`src/include/mfd_defs.svh`:
```
// Constants for the multifunction input decoder
`ifndef MFD_DEFS_SVH
`define MFD_DEFS_SVH
`define MFD_CLK_MHZ        250
`define MFD_DEBOUNCE_US    1000
`define MFD_DEBOUNCE_CYC   (`MFD_DEBOUNCE_US * `MFD_CLK_MHZ)
`define MFD_JOG_BOTH_MS    500
`define MFD_JOG_BOTH_CYC   (`MFD_JOG_BOTH_MS * 1000 * `MFD_CLK_MHZ)
`define MFD_MINOR_MS       500
`define MFD_MINOR_CYC      (`MFD_MINOR_MS * 1000 * `MFD_CLK_MHZ)
`define MFD_OFS_FUNC       6'h00
`define MFD_OFS_CTRL       6'h04
`define MFD_OFS_PRESET     6'h08
`define MFD_OFS_MAXF       6'h11
`define MFD_OFS_MINF       6'h12
`define MFD_OFS_ULIM       6'h13
`define MFD_OFS_LLIM       6'h14
`define MFD_OFS_STORED     6'h15
`define MFD_OFS_STATUS     6'h16
`define MFD_OFS_FCLR       6'h17
`define MFD_CTRL_REFSRC    0
`define MFD_CTRL_RUNSRC    1
`define MFD_FUNC_RST       8'hff
`define MFD_CTRL_RST       16'h0000
`define MFD_FREQ_RST       16'h0000
`define MFD_MAXF_RST       16'h1770
`define MFD_ULIM_RST       8'hff
`define MFD_FN_LOCAL       8'h01
`define MFD_FN_OPTION      8'h02
`define MFD_FN_STEP1       8'h03
`define MFD_FN_STEP2       8'h04
`define MFD_FN_STEP3       8'h05
`define MFD_FN_JOGSEL      8'h06
`define MFD_FN_ACCEL2      8'h07
`define MFD_FN_BB_NO       8'h08
`define MFD_FN_BB_NC       8'h09
`define MFD_FN_HOLD        8'h0a
`define MFD_FN_OVERHEAT    8'h0b
`define MFD_FN_UP          8'h10
`define MFD_FN_DOWN        8'h11
`define MFD_FN_FORWARD_JOG_CMD        8'h12
`define MFD_FN_REVERSE_JOG_CMD        8'h13
`define MFD_FAULT_TERM0    4'h5
`endif

```
`src/include/mfd_pkg.sv`:
```
// Types shared by the multifunction input decoder
package mfd_pkg;
	typedef enum logic [1:0] {
		STOP_NONE,
		STOP_RAMP,
		STOP_RAMP_DECEL_TWO,
		STOP_COAST
	} mfd_stop_kind_type;

	typedef struct packed {
		logic gate_off;
		logic output_gate_off_indication;
		logic force_zero;
		logic restart;
		logic ramp_hold;
		logic accel_pair_two;
		logic forward_jog_cmd;
		logic reverse_jog_cmd;
		logic jog_stop;
	} mfd_drive_type;

	typedef struct packed {
		logic [3:0]        major;
		logic [3:0]        minor;
		logic              overheat_alarm;
		mfd_stop_kind_type stop;
		logic [3:0]        terminal;
	} mfd_fault_type;
endpackage

```
`src/hw/mfd_decoder.sv`:
```
// Multifunction contact input decoder
`include "mfd_defs.svh"

// Behaviour
// - Local input closed: operator reference and run; open: remote source.
// - Option input open selects option card; change accepted only while stopped.
// - Three step inputs plus jog select pick one of nine references.
// - Master step uses preset 1 in operator mode; aux uses preset 2 when ctrl bits 15:8 are nonzero.
// - Accel input closed selects second time pair, even mid ramp.
// - Baseblock closed gates output, shows indication, restarts on release.
// - Baseblock during stop deceleration gates output and forces zero frequency.
// - Open-contact baseblock acts like closed-contact baseblock, inverted.
// - Hold freezes output; stop releases; stored value survives restart.
// - Overheat input raises minor alarm while operation continues.
// - UP alone accelerates, DOWN alone decelerates, both or neither hold.
// - UP/DOWN work only when reference source is terminals.
// - UP/DOWN upper limit is max frequency scaled by upper limit.
// - Lower limit is largest of min frequency, lower limit, master reference.
// - UP/DOWN run starts at lower limit; stored hold value reused.
// - Jog commands take priority over any other speed command.
// - Forward and reverse jog inputs run at jog preset while closed.
// - Both jog inputs closed for 500 ms stop the drive.
// - Codes 2X to 5X assign external faults 5 to 8 with indication.
// - Config bit 0 sets contact polarity; bit 1 running-only detection.
// - Config bits 3:2 select ramp, coast, ramp decel two, or continue.
// - Fault indication shows the terminal number of the fault input.
// - Minor fault indication stays at least half a second.
// - Several faults: coast beats ramp decel two beats plain ramp.
module mfd_decoder
	import mfd_pkg::*;
#(
	parameter int FW           = 16,
	parameter int NT           = 4,
	parameter int DEBOUNCE_CYC = `MFD_DEBOUNCE_CYC,
	parameter int JOG_BOTH_CYC = `MFD_JOG_BOTH_CYC,
	parameter int MINOR_CYC    = `MFD_MINOR_CYC
) (
	// Clock and reset
	input  wire logic          clock,
	input  wire logic          reset_n,
	// Register port
	input  wire logic [5:0]    reg_addr,
	input  wire logic [15:0]   reg_wdata,
	input  wire logic          reg_write,
	input  wire logic          reg_read,
	output logic      [15:0]   reg_rdata,
	// Contact terminals
	input  wire logic [NT-1:0] terminal_in,
	// Drive state
	input  wire logic          run_cmd,
	input  wire logic          running,
	input  wire logic          stopping,
	input  wire logic [FW-1:0] out_freq,
	input  wire logic [FW-1:0] master_ref,
	input  wire logic [FW-1:0] aux_ref,
	// Decoded controls
	output logic      [FW-1:0] freq_ref,
	output logic               local_mode,
	output logic               option_ref,
	output logic               remote_serial,
	output logic               up_clamp,
	output logic               down_clamp,
	output mfd_drive_type      drive,
	output mfd_fault_type      fault
);
	localparam int CW = 32;

	logic [7:0]    func [NT];
	logic [7:0]    next_func [NT];
	logic [FW-1:0] preset [9];
	logic [FW-1:0] next_preset [9];
	logic [15:0]   ctrl;
	logic [15:0]   next_ctrl;
	logic [FW-1:0] maxf;
	logic [FW-1:0] next_maxf;
	logic [FW-1:0] minf;
	logic [FW-1:0] next_minf;
	logic [7:0]    ulim;
	logic [7:0]    next_ulim;
	logic [FW-1:0] llim;
	logic [FW-1:0] next_llim;
	logic [15:0]   next_rdata;

	logic [NT-1:0] sync1;
	logic [NT-1:0] sync2;
	logic [NT-1:0] level;
	logic [NT-1:0] detect;
	logic [NT-1:0] is_fault;
	logic [NT-1:0] fmajor;
	logic [NT-1:0] next_fmajor;
	logic [NT-1:0] fminor;
	logic          fclr;

	// Synchroniser, debounce and minor hold time per terminal
	for (genvar i = 0; i < NT; i++) begin : g_term
		logic [CW-1:0] db_cnt;
		logic [CW-1:0] next_db_cnt;
		logic          next_level;
		logic [CW-1:0] mn_cnt;
		logic [CW-1:0] next_mn_cnt;
		logic          pol;
		logic          run_only;

		assign is_fault[i] = func[i][7:4] >= 4'h2 && func[i][7:4] <= 4'h5;
		assign pol         = func[i][0];
		assign run_only    = func[i][1];
		// Polarity and run-only qualification
		assign detect[i]   = is_fault[i] && (level[i] ^ pol) && (!run_only || running);

		always_comb begin
			next_level  = level[i];
			next_db_cnt = db_cnt;
			if (sync2[i] == level[i]) begin
				next_db_cnt = '0;
			end else if (db_cnt >= CW'(DEBOUNCE_CYC - 1)) begin
				next_level  = sync2[i];
				next_db_cnt = '0;
			end else begin
				next_db_cnt = db_cnt + 1'b1;
			end
			next_mn_cnt = mn_cnt;
			if (detect[i]) begin
				next_mn_cnt = CW'(MINOR_CYC);
			end else if (mn_cnt != '0) begin
				next_mn_cnt = mn_cnt - 1'b1;
			end
		end

		always_ff @(posedge clock) begin
			if (!reset_n) begin
				sync1[i] <= 1'b0;
				sync2[i] <= 1'b0;
				level[i] <= 1'b0;
				db_cnt   <= '0;
				mn_cnt   <= '0;
			end else begin
				sync1[i] <= terminal_in[i];
				sync2[i] <= sync1[i];
				level[i] <= next_level;
				db_cnt   <= next_db_cnt;
				mn_cnt   <= next_mn_cnt;
			end
		end

		assign fminor[i] = is_fault[i] && func[i][3:2] == 2'b11 && (detect[i] || mn_cnt != '0);
	end

	// Function decode: several terminals on one function are ORed
	logic fn_local, fn_option, fn_jogsel, fn_accel2, fn_bb_no, fn_bb_nc;
	logic has_bb_nc, fn_hold, fn_oh, fn_up, fn_down, fn_forward_jog_cmd, fn_reverse_jog_cmd;
	logic has_up, has_down;
	logic [2:0] step;

	always_comb begin
		fn_local  = 1'b0;
		fn_option = 1'b0;
		fn_jogsel = 1'b0;
		fn_accel2 = 1'b0;
		fn_bb_no  = 1'b0;
		fn_bb_nc  = 1'b0;
		has_bb_nc = 1'b0;
		fn_hold   = 1'b0;
		fn_oh     = 1'b0;
		fn_up     = 1'b0;
		fn_down   = 1'b0;
		has_up    = 1'b0;
		has_down  = 1'b0;
		fn_forward_jog_cmd   = 1'b0;
		fn_reverse_jog_cmd   = 1'b0;
		step      = 3'h0;
		for (int i = 0; i < NT; i++) begin
			unique case (func[i])
				`MFD_FN_LOCAL:    fn_local  |= level[i];
				`MFD_FN_OPTION:   fn_option |= level[i];
				`MFD_FN_STEP1:    step[0]   |= level[i];
				`MFD_FN_STEP2:    step[1]   |= level[i];
				`MFD_FN_STEP3:    step[2]   |= level[i];
				`MFD_FN_JOGSEL:   fn_jogsel |= level[i];
				`MFD_FN_ACCEL2:   fn_accel2 |= level[i];
				`MFD_FN_BB_NO:    fn_bb_no  |= level[i];
				`MFD_FN_BB_NC: begin
					has_bb_nc = 1'b1;
					fn_bb_nc  |= !level[i];
				end
				`MFD_FN_HOLD:     fn_hold   |= level[i];
				`MFD_FN_OVERHEAT: fn_oh     |= level[i];
				`MFD_FN_UP: begin
					has_up = 1'b1;
					fn_up  |= level[i];
				end
				`MFD_FN_DOWN: begin
					has_down = 1'b1;
					fn_down  |= level[i];
				end
				`MFD_FN_FORWARD_JOG_CMD:     fn_forward_jog_cmd   |= level[i];
				`MFD_FN_REVERSE_JOG_CMD:     fn_reverse_jog_cmd   |= level[i];
				default: ;
			endcase
		end
	end

	// Drive control state
	logic          run_q;
	logic          bb_q;
	logic          fzero;
	logic          next_fzero;
	logic [FW-1:0] stored;
	logic [FW-1:0] next_stored;
	logic          stored_ok;
	logic          next_stored_ok;
	logic [CW-1:0] jog_cnt;
	logic [CW-1:0] next_jog_cnt;
	logic          next_local;
	logic          next_option;
	logic [FW-1:0] next_freq_ref;
	mfd_drive_type next_drive;
	mfd_fault_type next_fault;
	logic          next_up_clamp;
	logic          next_down_clamp;

	logic            bb;
	logic            updown;
	logic            ud_hold;
	logic [FW+7:0]   prod;
	logic [FW-1:0]   upper;
	logic [FW-1:0]   lower;
	logic [FW-1:0]   step_ref;
	logic            jog_both;
	logic            jog_run;

	assign bb      = fn_bb_no || (has_bb_nc && fn_bb_nc);
	assign updown  = has_up && has_down && !ctrl[`MFD_CTRL_REFSRC];
	assign ud_hold = fn_up == fn_down;
	assign prod    = maxf * ulim;
	assign upper   = prod[FW+7:8];
	assign jog_both = fn_forward_jog_cmd && fn_reverse_jog_cmd;
	assign jog_run = (fn_forward_jog_cmd ^ fn_reverse_jog_cmd) || fn_jogsel;

	always_comb begin
		lower = minf;
		if (llim > lower) begin
			lower = llim;
		end
		if (master_ref > lower) begin
			lower = master_ref;
		end
		// Step selection; master and aux fall back to presets
		unique case (step)
			3'h0: step_ref = ctrl[`MFD_CTRL_REFSRC] ? preset[0] : master_ref;
			3'h1: step_ref = ctrl[15:8] != 8'h00 ? preset[1] : aux_ref;
			default: step_ref = preset[step];
		endcase
	end

	always_comb begin
		next_local     = local_mode;
		next_option    = option_ref;
		if (!running) begin
			next_local  = fn_local;
			next_option = !fn_option;
		end
		next_fzero = fzero;
		if (bb && stopping) begin
			next_fzero = 1'b1;
		end else if (run_cmd && !stopping && !bb) begin
			next_fzero = 1'b0;
		end
		next_jog_cnt = jog_both ? jog_cnt : '0;
		if (jog_both && jog_cnt < CW'(JOG_BOTH_CYC)) begin
			next_jog_cnt = jog_cnt + 1'b1;
		end
		next_stored    = stored;
		next_stored_ok = stored_ok;
		if (fn_hold) begin
			if (run_cmd && !stored_ok) begin
				next_stored    = out_freq;
				next_stored_ok = 1'b1;
			end
		end else if (updown) begin
			if (run_cmd && !run_q && !ud_hold) begin
				next_stored_ok = 1'b0;
			end else if (running && !ud_hold) begin
				next_stored    = out_freq < lower ? lower : (out_freq > upper ? upper : out_freq);
				next_stored_ok = 1'b1;
			end
		end else begin
			next_stored_ok = 1'b0;
		end
		if (reg_write && reg_addr == `MFD_OFS_STORED) begin
			next_stored    = reg_wdata[FW-1:0];
			next_stored_ok = 1'b1;
		end
		// Reference priority: jog, hold, UP/DOWN, steps
		if (jog_run && !jog_both) begin
			next_freq_ref = preset[8];
		end else if (fn_hold && stored_ok) begin
			next_freq_ref = stored;
		end else if (updown) begin
			if (fn_up && !fn_down) begin
				next_freq_ref = upper;
			end else if (fn_down && !fn_up) begin
				next_freq_ref = lower;
			end else begin
				next_freq_ref = stored_ok ? stored : lower;
			end
		end else begin
			next_freq_ref = step_ref;
		end
		next_up_clamp   = updown && fn_up && !fn_down && out_freq >= upper;
		next_down_clamp = updown && fn_down && !fn_up && out_freq <= lower;

		next_drive.gate_off                   = bb || fzero;
		next_drive.output_gate_off_indication = bb && (running || stopping);
		next_drive.force_zero                 = next_fzero;
		next_drive.restart                    = bb_q && !bb && run_cmd && !fzero;
		// Stop command drops the freeze
		next_drive.ramp_hold       = fn_hold && run_cmd && stored_ok && out_freq == stored;
		next_drive.accel_pair_two  = fn_accel2;
		next_drive.forward_jog_cmd = fn_forward_jog_cmd && !fn_reverse_jog_cmd;
		next_drive.reverse_jog_cmd = fn_reverse_jog_cmd && !fn_forward_jog_cmd;
		next_drive.jog_stop        = jog_cnt >= CW'(JOG_BOTH_CYC);

		next_fault                = '0;
		next_fault.minor          = fminor;
		next_fault.overheat_alarm = fn_oh;
		for (int i = NT - 1; i >= 0; i--) begin
			next_fmajor[i] = fmajor[i];
			if (fclr && !running) begin
				next_fmajor[i] = 1'b0;
			end
			// A new detection wins over a clear
			if (detect[i] && func[i][3:2] != 2'b11) begin
				next_fmajor[i] = 1'b1;
			end
			if (next_fmajor[i] || fminor[i]) begin
				next_fault.terminal = `MFD_FAULT_TERM0 + 4'(i);
			end
		end
		next_fault.major = next_fmajor;
		for (int i = 0; i < NT; i++) begin
			if (next_fmajor[i]) begin
				unique case (func[i][3:2])
					2'b01: next_fault.stop = STOP_COAST;
					2'b10: if (next_fault.stop != STOP_COAST) begin
						next_fault.stop = STOP_RAMP_DECEL_TWO;
					end
					default: if (next_fault.stop == STOP_NONE) begin
						next_fault.stop = STOP_RAMP;
					end
				endcase
			end
		end
	end

	// Register file
	assign fclr = reg_write && reg_addr == `MFD_OFS_FCLR;

	always_comb begin
		next_func   = func;
		next_preset = preset;
		next_ctrl   = ctrl;
		next_maxf   = maxf;
		next_minf   = minf;
		next_ulim   = ulim;
		next_llim   = llim;
		if (reg_write) begin
			for (int i = 0; i < NT; i++) begin
				if (reg_addr == `MFD_OFS_FUNC + 6'(i)) begin
					next_func[i] = reg_wdata[7:0];
				end
			end
			for (int i = 0; i < 9; i++) begin
				if (reg_addr == `MFD_OFS_PRESET + 6'(i)) begin
					next_preset[i] = reg_wdata[FW-1:0];
				end
			end
			unique case (reg_addr)
				`MFD_OFS_CTRL: next_ctrl = reg_wdata;
				`MFD_OFS_MAXF: next_maxf = reg_wdata[FW-1:0];
				`MFD_OFS_MINF: next_minf = reg_wdata[FW-1:0];
				`MFD_OFS_ULIM: next_ulim = reg_wdata[7:0];
				`MFD_OFS_LLIM: next_llim = reg_wdata[FW-1:0];
				default: ;
			endcase
		end
		next_rdata = 16'h0000;
		if (reg_read) begin
			for (int i = 0; i < NT; i++) begin
				if (reg_addr == `MFD_OFS_FUNC + 6'(i)) begin
					next_rdata = {8'h00, func[i]};
				end
			end
			for (int i = 0; i < 9; i++) begin
				if (reg_addr == `MFD_OFS_PRESET + 6'(i)) begin
					next_rdata = 16'(preset[i]);
				end
			end
			unique case (reg_addr)
				`MFD_OFS_CTRL:   next_rdata = ctrl;
				`MFD_OFS_MAXF:   next_rdata = 16'(maxf);
				`MFD_OFS_MINF:   next_rdata = 16'(minf);
				`MFD_OFS_ULIM:   next_rdata = {8'h00, ulim};
				`MFD_OFS_LLIM:   next_rdata = 16'(llim);
				`MFD_OFS_STORED: next_rdata = 16'(stored);
				`MFD_OFS_STATUS: next_rdata = {3'h0, stored_ok, fault.minor, fault.major, level};
				default: ;
			endcase
		end
	end

	always_ff @(posedge clock) begin
		if (!reset_n) begin
			for (int i = 0; i < NT; i++) begin
				func[i] <= `MFD_FUNC_RST;
			end
			for (int i = 0; i < 9; i++) begin
				preset[i] <= `MFD_FREQ_RST;
			end
			ctrl       <= `MFD_CTRL_RST;
			maxf       <= `MFD_MAXF_RST;
			minf       <= `MFD_FREQ_RST;
			ulim       <= `MFD_ULIM_RST;
			llim       <= `MFD_FREQ_RST;
			reg_rdata  <= 16'h0000;
			run_q      <= 1'b0;
			bb_q       <= 1'b0;
			fzero      <= 1'b0;
			stored     <= `MFD_FREQ_RST;
			stored_ok  <= 1'b0;
			jog_cnt    <= '0;
			fmajor     <= '0;
			local_mode <= 1'b0;
			option_ref <= 1'b1;
			freq_ref   <= '0;
			up_clamp   <= 1'b0;
			down_clamp <= 1'b0;
			drive      <= '0;
			fault      <= '0;
		end else begin
			func       <= next_func;
			preset     <= next_preset;
			ctrl       <= next_ctrl;
			maxf       <= next_maxf;
			minf       <= next_minf;
			ulim       <= next_ulim;
			llim       <= next_llim;
			reg_rdata  <= next_rdata;
			run_q      <= run_cmd;
			bb_q       <= bb;
			fzero      <= next_fzero;
			stored     <= next_stored;
			stored_ok  <= next_stored_ok;
			jog_cnt    <= next_jog_cnt;
			fmajor     <= next_fmajor;
			local_mode <= next_local;
			option_ref <= next_option;
			freq_ref   <= next_freq_ref;
			up_clamp   <= next_up_clamp;
			down_clamp <= next_down_clamp;
			drive      <= next_drive;
			fault      <= next_fault;
		end
	end

	assign remote_serial = ctrl[`MFD_CTRL_RUNSRC];
endmodule

```
`config.mk`:
```
export PLATFORM = sky130hd
export DESIGN_NAME = mfd_decoder
export DESIGN_NICKNAME = d
export VERILOG_FILES = /design/src/include/mfd_pkg.sv /design/src/hw/mfd_decoder.sv
export VERILOG_INCLUDE_DIRS = /design/src /design/src/include
export SDC_FILE = /design/constraint.sdc
export NUM_CORES = 2
export LEC_CHECK = 0
export BUFFER_PORTS_ARGS = -buffer_cell sky130_fd_sc_hd__buf_4
export CAP_MARGIN = 20
export CORE_MARGIN = 2
export CORE_UTILIZATION = 50
export CTS_CLUSTER_DIAMETER = 80
export DETAILED_ROUTE_END_ITERATION = 12
export PLACE_DENSITY = 0.79
export SETUP_SLACK_MARGIN = 0.15
export SLEW_MARGIN = 0
export SYNTH_ARGS = -nofsm -noshare
export SYNTH_HDL_FRONTEND = slang
export SYNTH_SLANG_ARGS = --single-unit
```
`constraint.sdc`:
```
create_clock -name clock -period 8.2 [get_ports clock]
set_input_delay 0 -clock clock [delete_from_list [all_inputs] [get_ports clock]]
set_output_delay 0 -clock clock [all_outputs]
set_load 0.01 [all_outputs]
```
==> run metrics <==
final setup violating endpoints=0; routed length per instance=22.9 µm; sum of routed wire length over all layers=123000 µm; register area share after synthesis=36.2%; power per standard cell area=239 nW/µm²; vertical extent of the die=267 µm; count of flip-flops with a built-in enable after synthesis=0; number of nets with antenna violations after routing=0; category of the most critical setup path=reg -> reg; buffer levels on the longest clock path=3; clock-pin slew on the worst setup and hold paths=0.07 ns; Mapped Avg Cell Area=8.15 µm²; run status=complete, no violations; post-layout instance area=39500 µm²; Unique masters post-synth=98; total power=0.00943 W; number of pins with negative max-slew slack in the final report=0; part of the total power dissipated in sequential elements=37.9%; proportion of power drawn by combinational gates=26.6%; die extent in x=267 µm; Sw Ratio=32.7%; iteration-0 DRC count of the detailed router=3881; instance area at placement=36500 µm²; class of the tightest hold or removal check=in -> reg; warnings from Yosys=0; Async SR Flop Fraction=0%; Synth Cell Area=34700 µm²; starting utilization of the core area=50.5%; pin count of the biggest net entering global routing=143; final hold vios=0; port bufs=141; Core Area=68700 µm²; sink count of the clock tree=627; number of ports placed on the die boundary=142; detailed placement HPWL=85100 µm; startpoint type of the worst setup path=flop; net switching power=0.00308 W; number of H-tree levels=3; number of vias in the routed layout=32600; arrival time of data at the critical path endpoint=8.21 ns; VDD IR max=0.161 mV; most used flip-flop cell after synthesis=sky130_fd_sc_hd__dfxtp_1; Fin Setup TNS=0 ns; CTS tree=done; total CTS buffers=69; overall global routing resource usage=33.6%; post-route minimum period=7.65 ns; fraction of layout cells with a size suffix above 1=9.17%; number of antenna violations at the first check in global routing=6; number of instances in the synthesized netlist=4258; Layout Nets=4673; Required @ worst endpoint=8.77 ns; standard-cell row count=96; Clock Tree Root=sky130_fd_sc_hd__clkbuf_16; final weighted congestion of routability-driven global placement=1.06; power share of the clock group=35.5%; share of the clock period used by the worst path=93.2%; max frequency=0.131 GHz; number of flip-flops and latches in the synthesized netlist=627; Area Overhead vs Synth=13.7%; endpoint type of the worst setup path=flop; transition time of the tightest slew-check pin=1.34 ns; largest clock skew in the final design=0.0403 ns; leakage=15.4 nW; maxcap violations=0; vias in the first global route=30600; full die area=71500 µm²; most common cell after layout, fill and taps aside=sky130_fd_sc_hd__nand2_1; P_int=0.00635 W; ratio of routed vias to standard cells=6.09; grt total ovfl=0; commonest cells after routing, fill and taps aside=sky130_fd_sc_hd__nand2_1 (804), sky130_fd_sc_hd__dfxtp_1 (619), sky130_fd_sc_hd__a21oi_1 (384); tightest slew margin relative to the limit=9.88%; clock latency on the worst-skew pair=0.64 ns; setup repair after global routing missed its margin=false; global-route wire length before repair=184000 µm; post-CTS setup repair buffer count=0; top fanout value on the critical path=23; number of remaining DRC errors=0; router iterations before antenna repair=7
critical path, stage by stage, from the launching register on:
cell and delay, ns:
sky130_fd_sc_hd__dfxtp_1 0.56, sky130_fd_sc_hd__and2_1 0.21, sky130_fd_sc_hd__fa_1 0.43, sky130_fd_sc_hd__fa_1 0.49, sky130_fd_sc_hd__fa_1 0.56, sky130_fd_sc_hd__inv_1 0.07, sky130_fd_sc_hd__fa_1 0.53, sky130_fd_sc_hd__inv_1 0.04
sky130_fd_sc_hd__ha_1 0.38, sky130_fd_sc_hd__a2111oi_0 0.47, sky130_fd_sc_hd__or3_1 0.23, sky130_fd_sc_hd__a31oi_1 0.11, sky130_fd_sc_hd__a31oi_1 0.28, sky130_fd_sc_hd__o21bai_1 0.11, sky130_fd_sc_hd__xnor2_1 0.28, sky130_fd_sc_hd__ha_1 0.31
sky130_fd_sc_hd__a211oi_1 0.20, sky130_fd_sc_hd__o21ai_0 0.16, sky130_fd_sc_hd__a2111oi_1 0.47, sky130_fd_sc_hd__a21o_1 0.21, sky130_fd_sc_hd__buf_4 0.26, sky130_fd_sc_hd__nor2_1 0.11, sky130_fd_sc_hd__nand2_1 0.09, sky130_fd_sc_hd__o211ai_1 0.10
sky130_fd_sc_hd__o32ai_1 0.29, sky130_fd_sc_hd__dlygate4sd3_1 0.58
per-stage QoR:
step                      setup slack [ns]  util [%]  cells  hold WS, ns
after floorplan                       1.64         -   4313        0.110
after global placement                1.15      53.1   5181        0.215
after detailed placement              1.00      53.1   5181        0.212
after CTS                            0.436      57.4   5356       0.0168
after global routing                 0.120      57.4   5357       0.0499
final                                0.555      57.4   5359       0.0433
timing repair:
action / in CTS / in global routing
hold endpoints to repair: 281 / 0
setup endpoints to repair: 0 / 3
hold buffers: 50 / 0
gates resized for setup: 0 / 13
power by group through the flow:
| stage | Combinational (W) | Clock, W | Sequential (W) |
|---|---|---|---|
| 2_1_floorplan | 0.00190 | 0 | 0.00358 |
| 3_3_place_gp | 0.00238 | 0 | 0.00362 |
| 3_5_place_dp | 0.00242 | 0 | 0.00363 |
| 4_1_cts | 0.00246 | 0.00337 | 0.00357 |
| 5_1_grt | 0.00277 | 0.00351 | 0.00361 |
| 6_report | 0.00251 | 0.00335 | 0.00357 |
worst paths after layout:
kind | startpoint | endpoint | slack (ns) | cells past startpoint
hold reg to reg | sync1[1]$_SDFF_PN0_ | sync2[1]$_SDFF_PN0_ | 0.44 | 1
setup reg to reg | maxf[9]$_SDFFE_PN1P_ | stored[2]$_SDFFE_PN0P_ | 0.55 | 25
setup / recovery | maxf[9]$_SDFFE_PN1P_ | stored[2]$_SDFFE_PN0P_ | 0.55 | 25
hold / removal | reg_addr[5] | func[29]$_SDFFE_PN1P_ | 0.04 | 6
registers in the layout, summed over array words and instances, names as in the netlist, 16 cells and up:
register       cells
stored            16
maxf              16
preset           144
ctrl              16
llim              16
minf              16
reg_rdata         16
freq_ref          16
g_term.db_cnt    128
jog_cnt           32
func              32
g_term.mn_cnt    128
per-layer routing:
| layer | vias to the layer above | wire length, µm | track usage, % |
|---|---|---|---|
| li1 | 14800 | - | - |
| met1 | 15400 | 46700 | 41.8 |
| met2 | 1903 | 52600 | 51.4 |
| met3 | 490 | 14300 | 9.23 |
| met4 | 4 | 8980 | 21.4 |
| met5 | - | 34 | 0 |
synthesized netlist by cell type, drive strengths merged (84+ instances only):
cell type  number  area (µm²)
nand3         120         601
a21oi         385        1930
o21ai         111         556
dfxtp         627       12600
ha            137        1710
xnor2         122        1070
and2          133         833
xor2          105         920
nor2          347        1310
inv           193         724
clkbuf        206         774
mux2i          84         841
nand2         805        3020
layout make-up:
type                       instances  area, µm²
sequential                       627      12600
clock inverter                    35        495
timing repair buffer             229       1840
antenna                            2       5.00
inverter                         193        732
tap                              931       1160
fill                            6175      29200
multi-input combinational       3252      20700
clock buffer                      90       1940
cell families (layout without fill, tap and decap cells):
kind of cell	Yosys count	after routing	share of synthesized area (%)
simple gates	1811	1811	24.5
compound gates	807	807	14.5
flops	627	627	36.2
buf+inv	434	547	4.84
xor+xnor	227	227	5.73
fa+ha+maj	220	220	9.73
mux	131	131	4.47
other cells	1	58	0.0108
No activity file was read; power rests on OpenSTA's default activity.
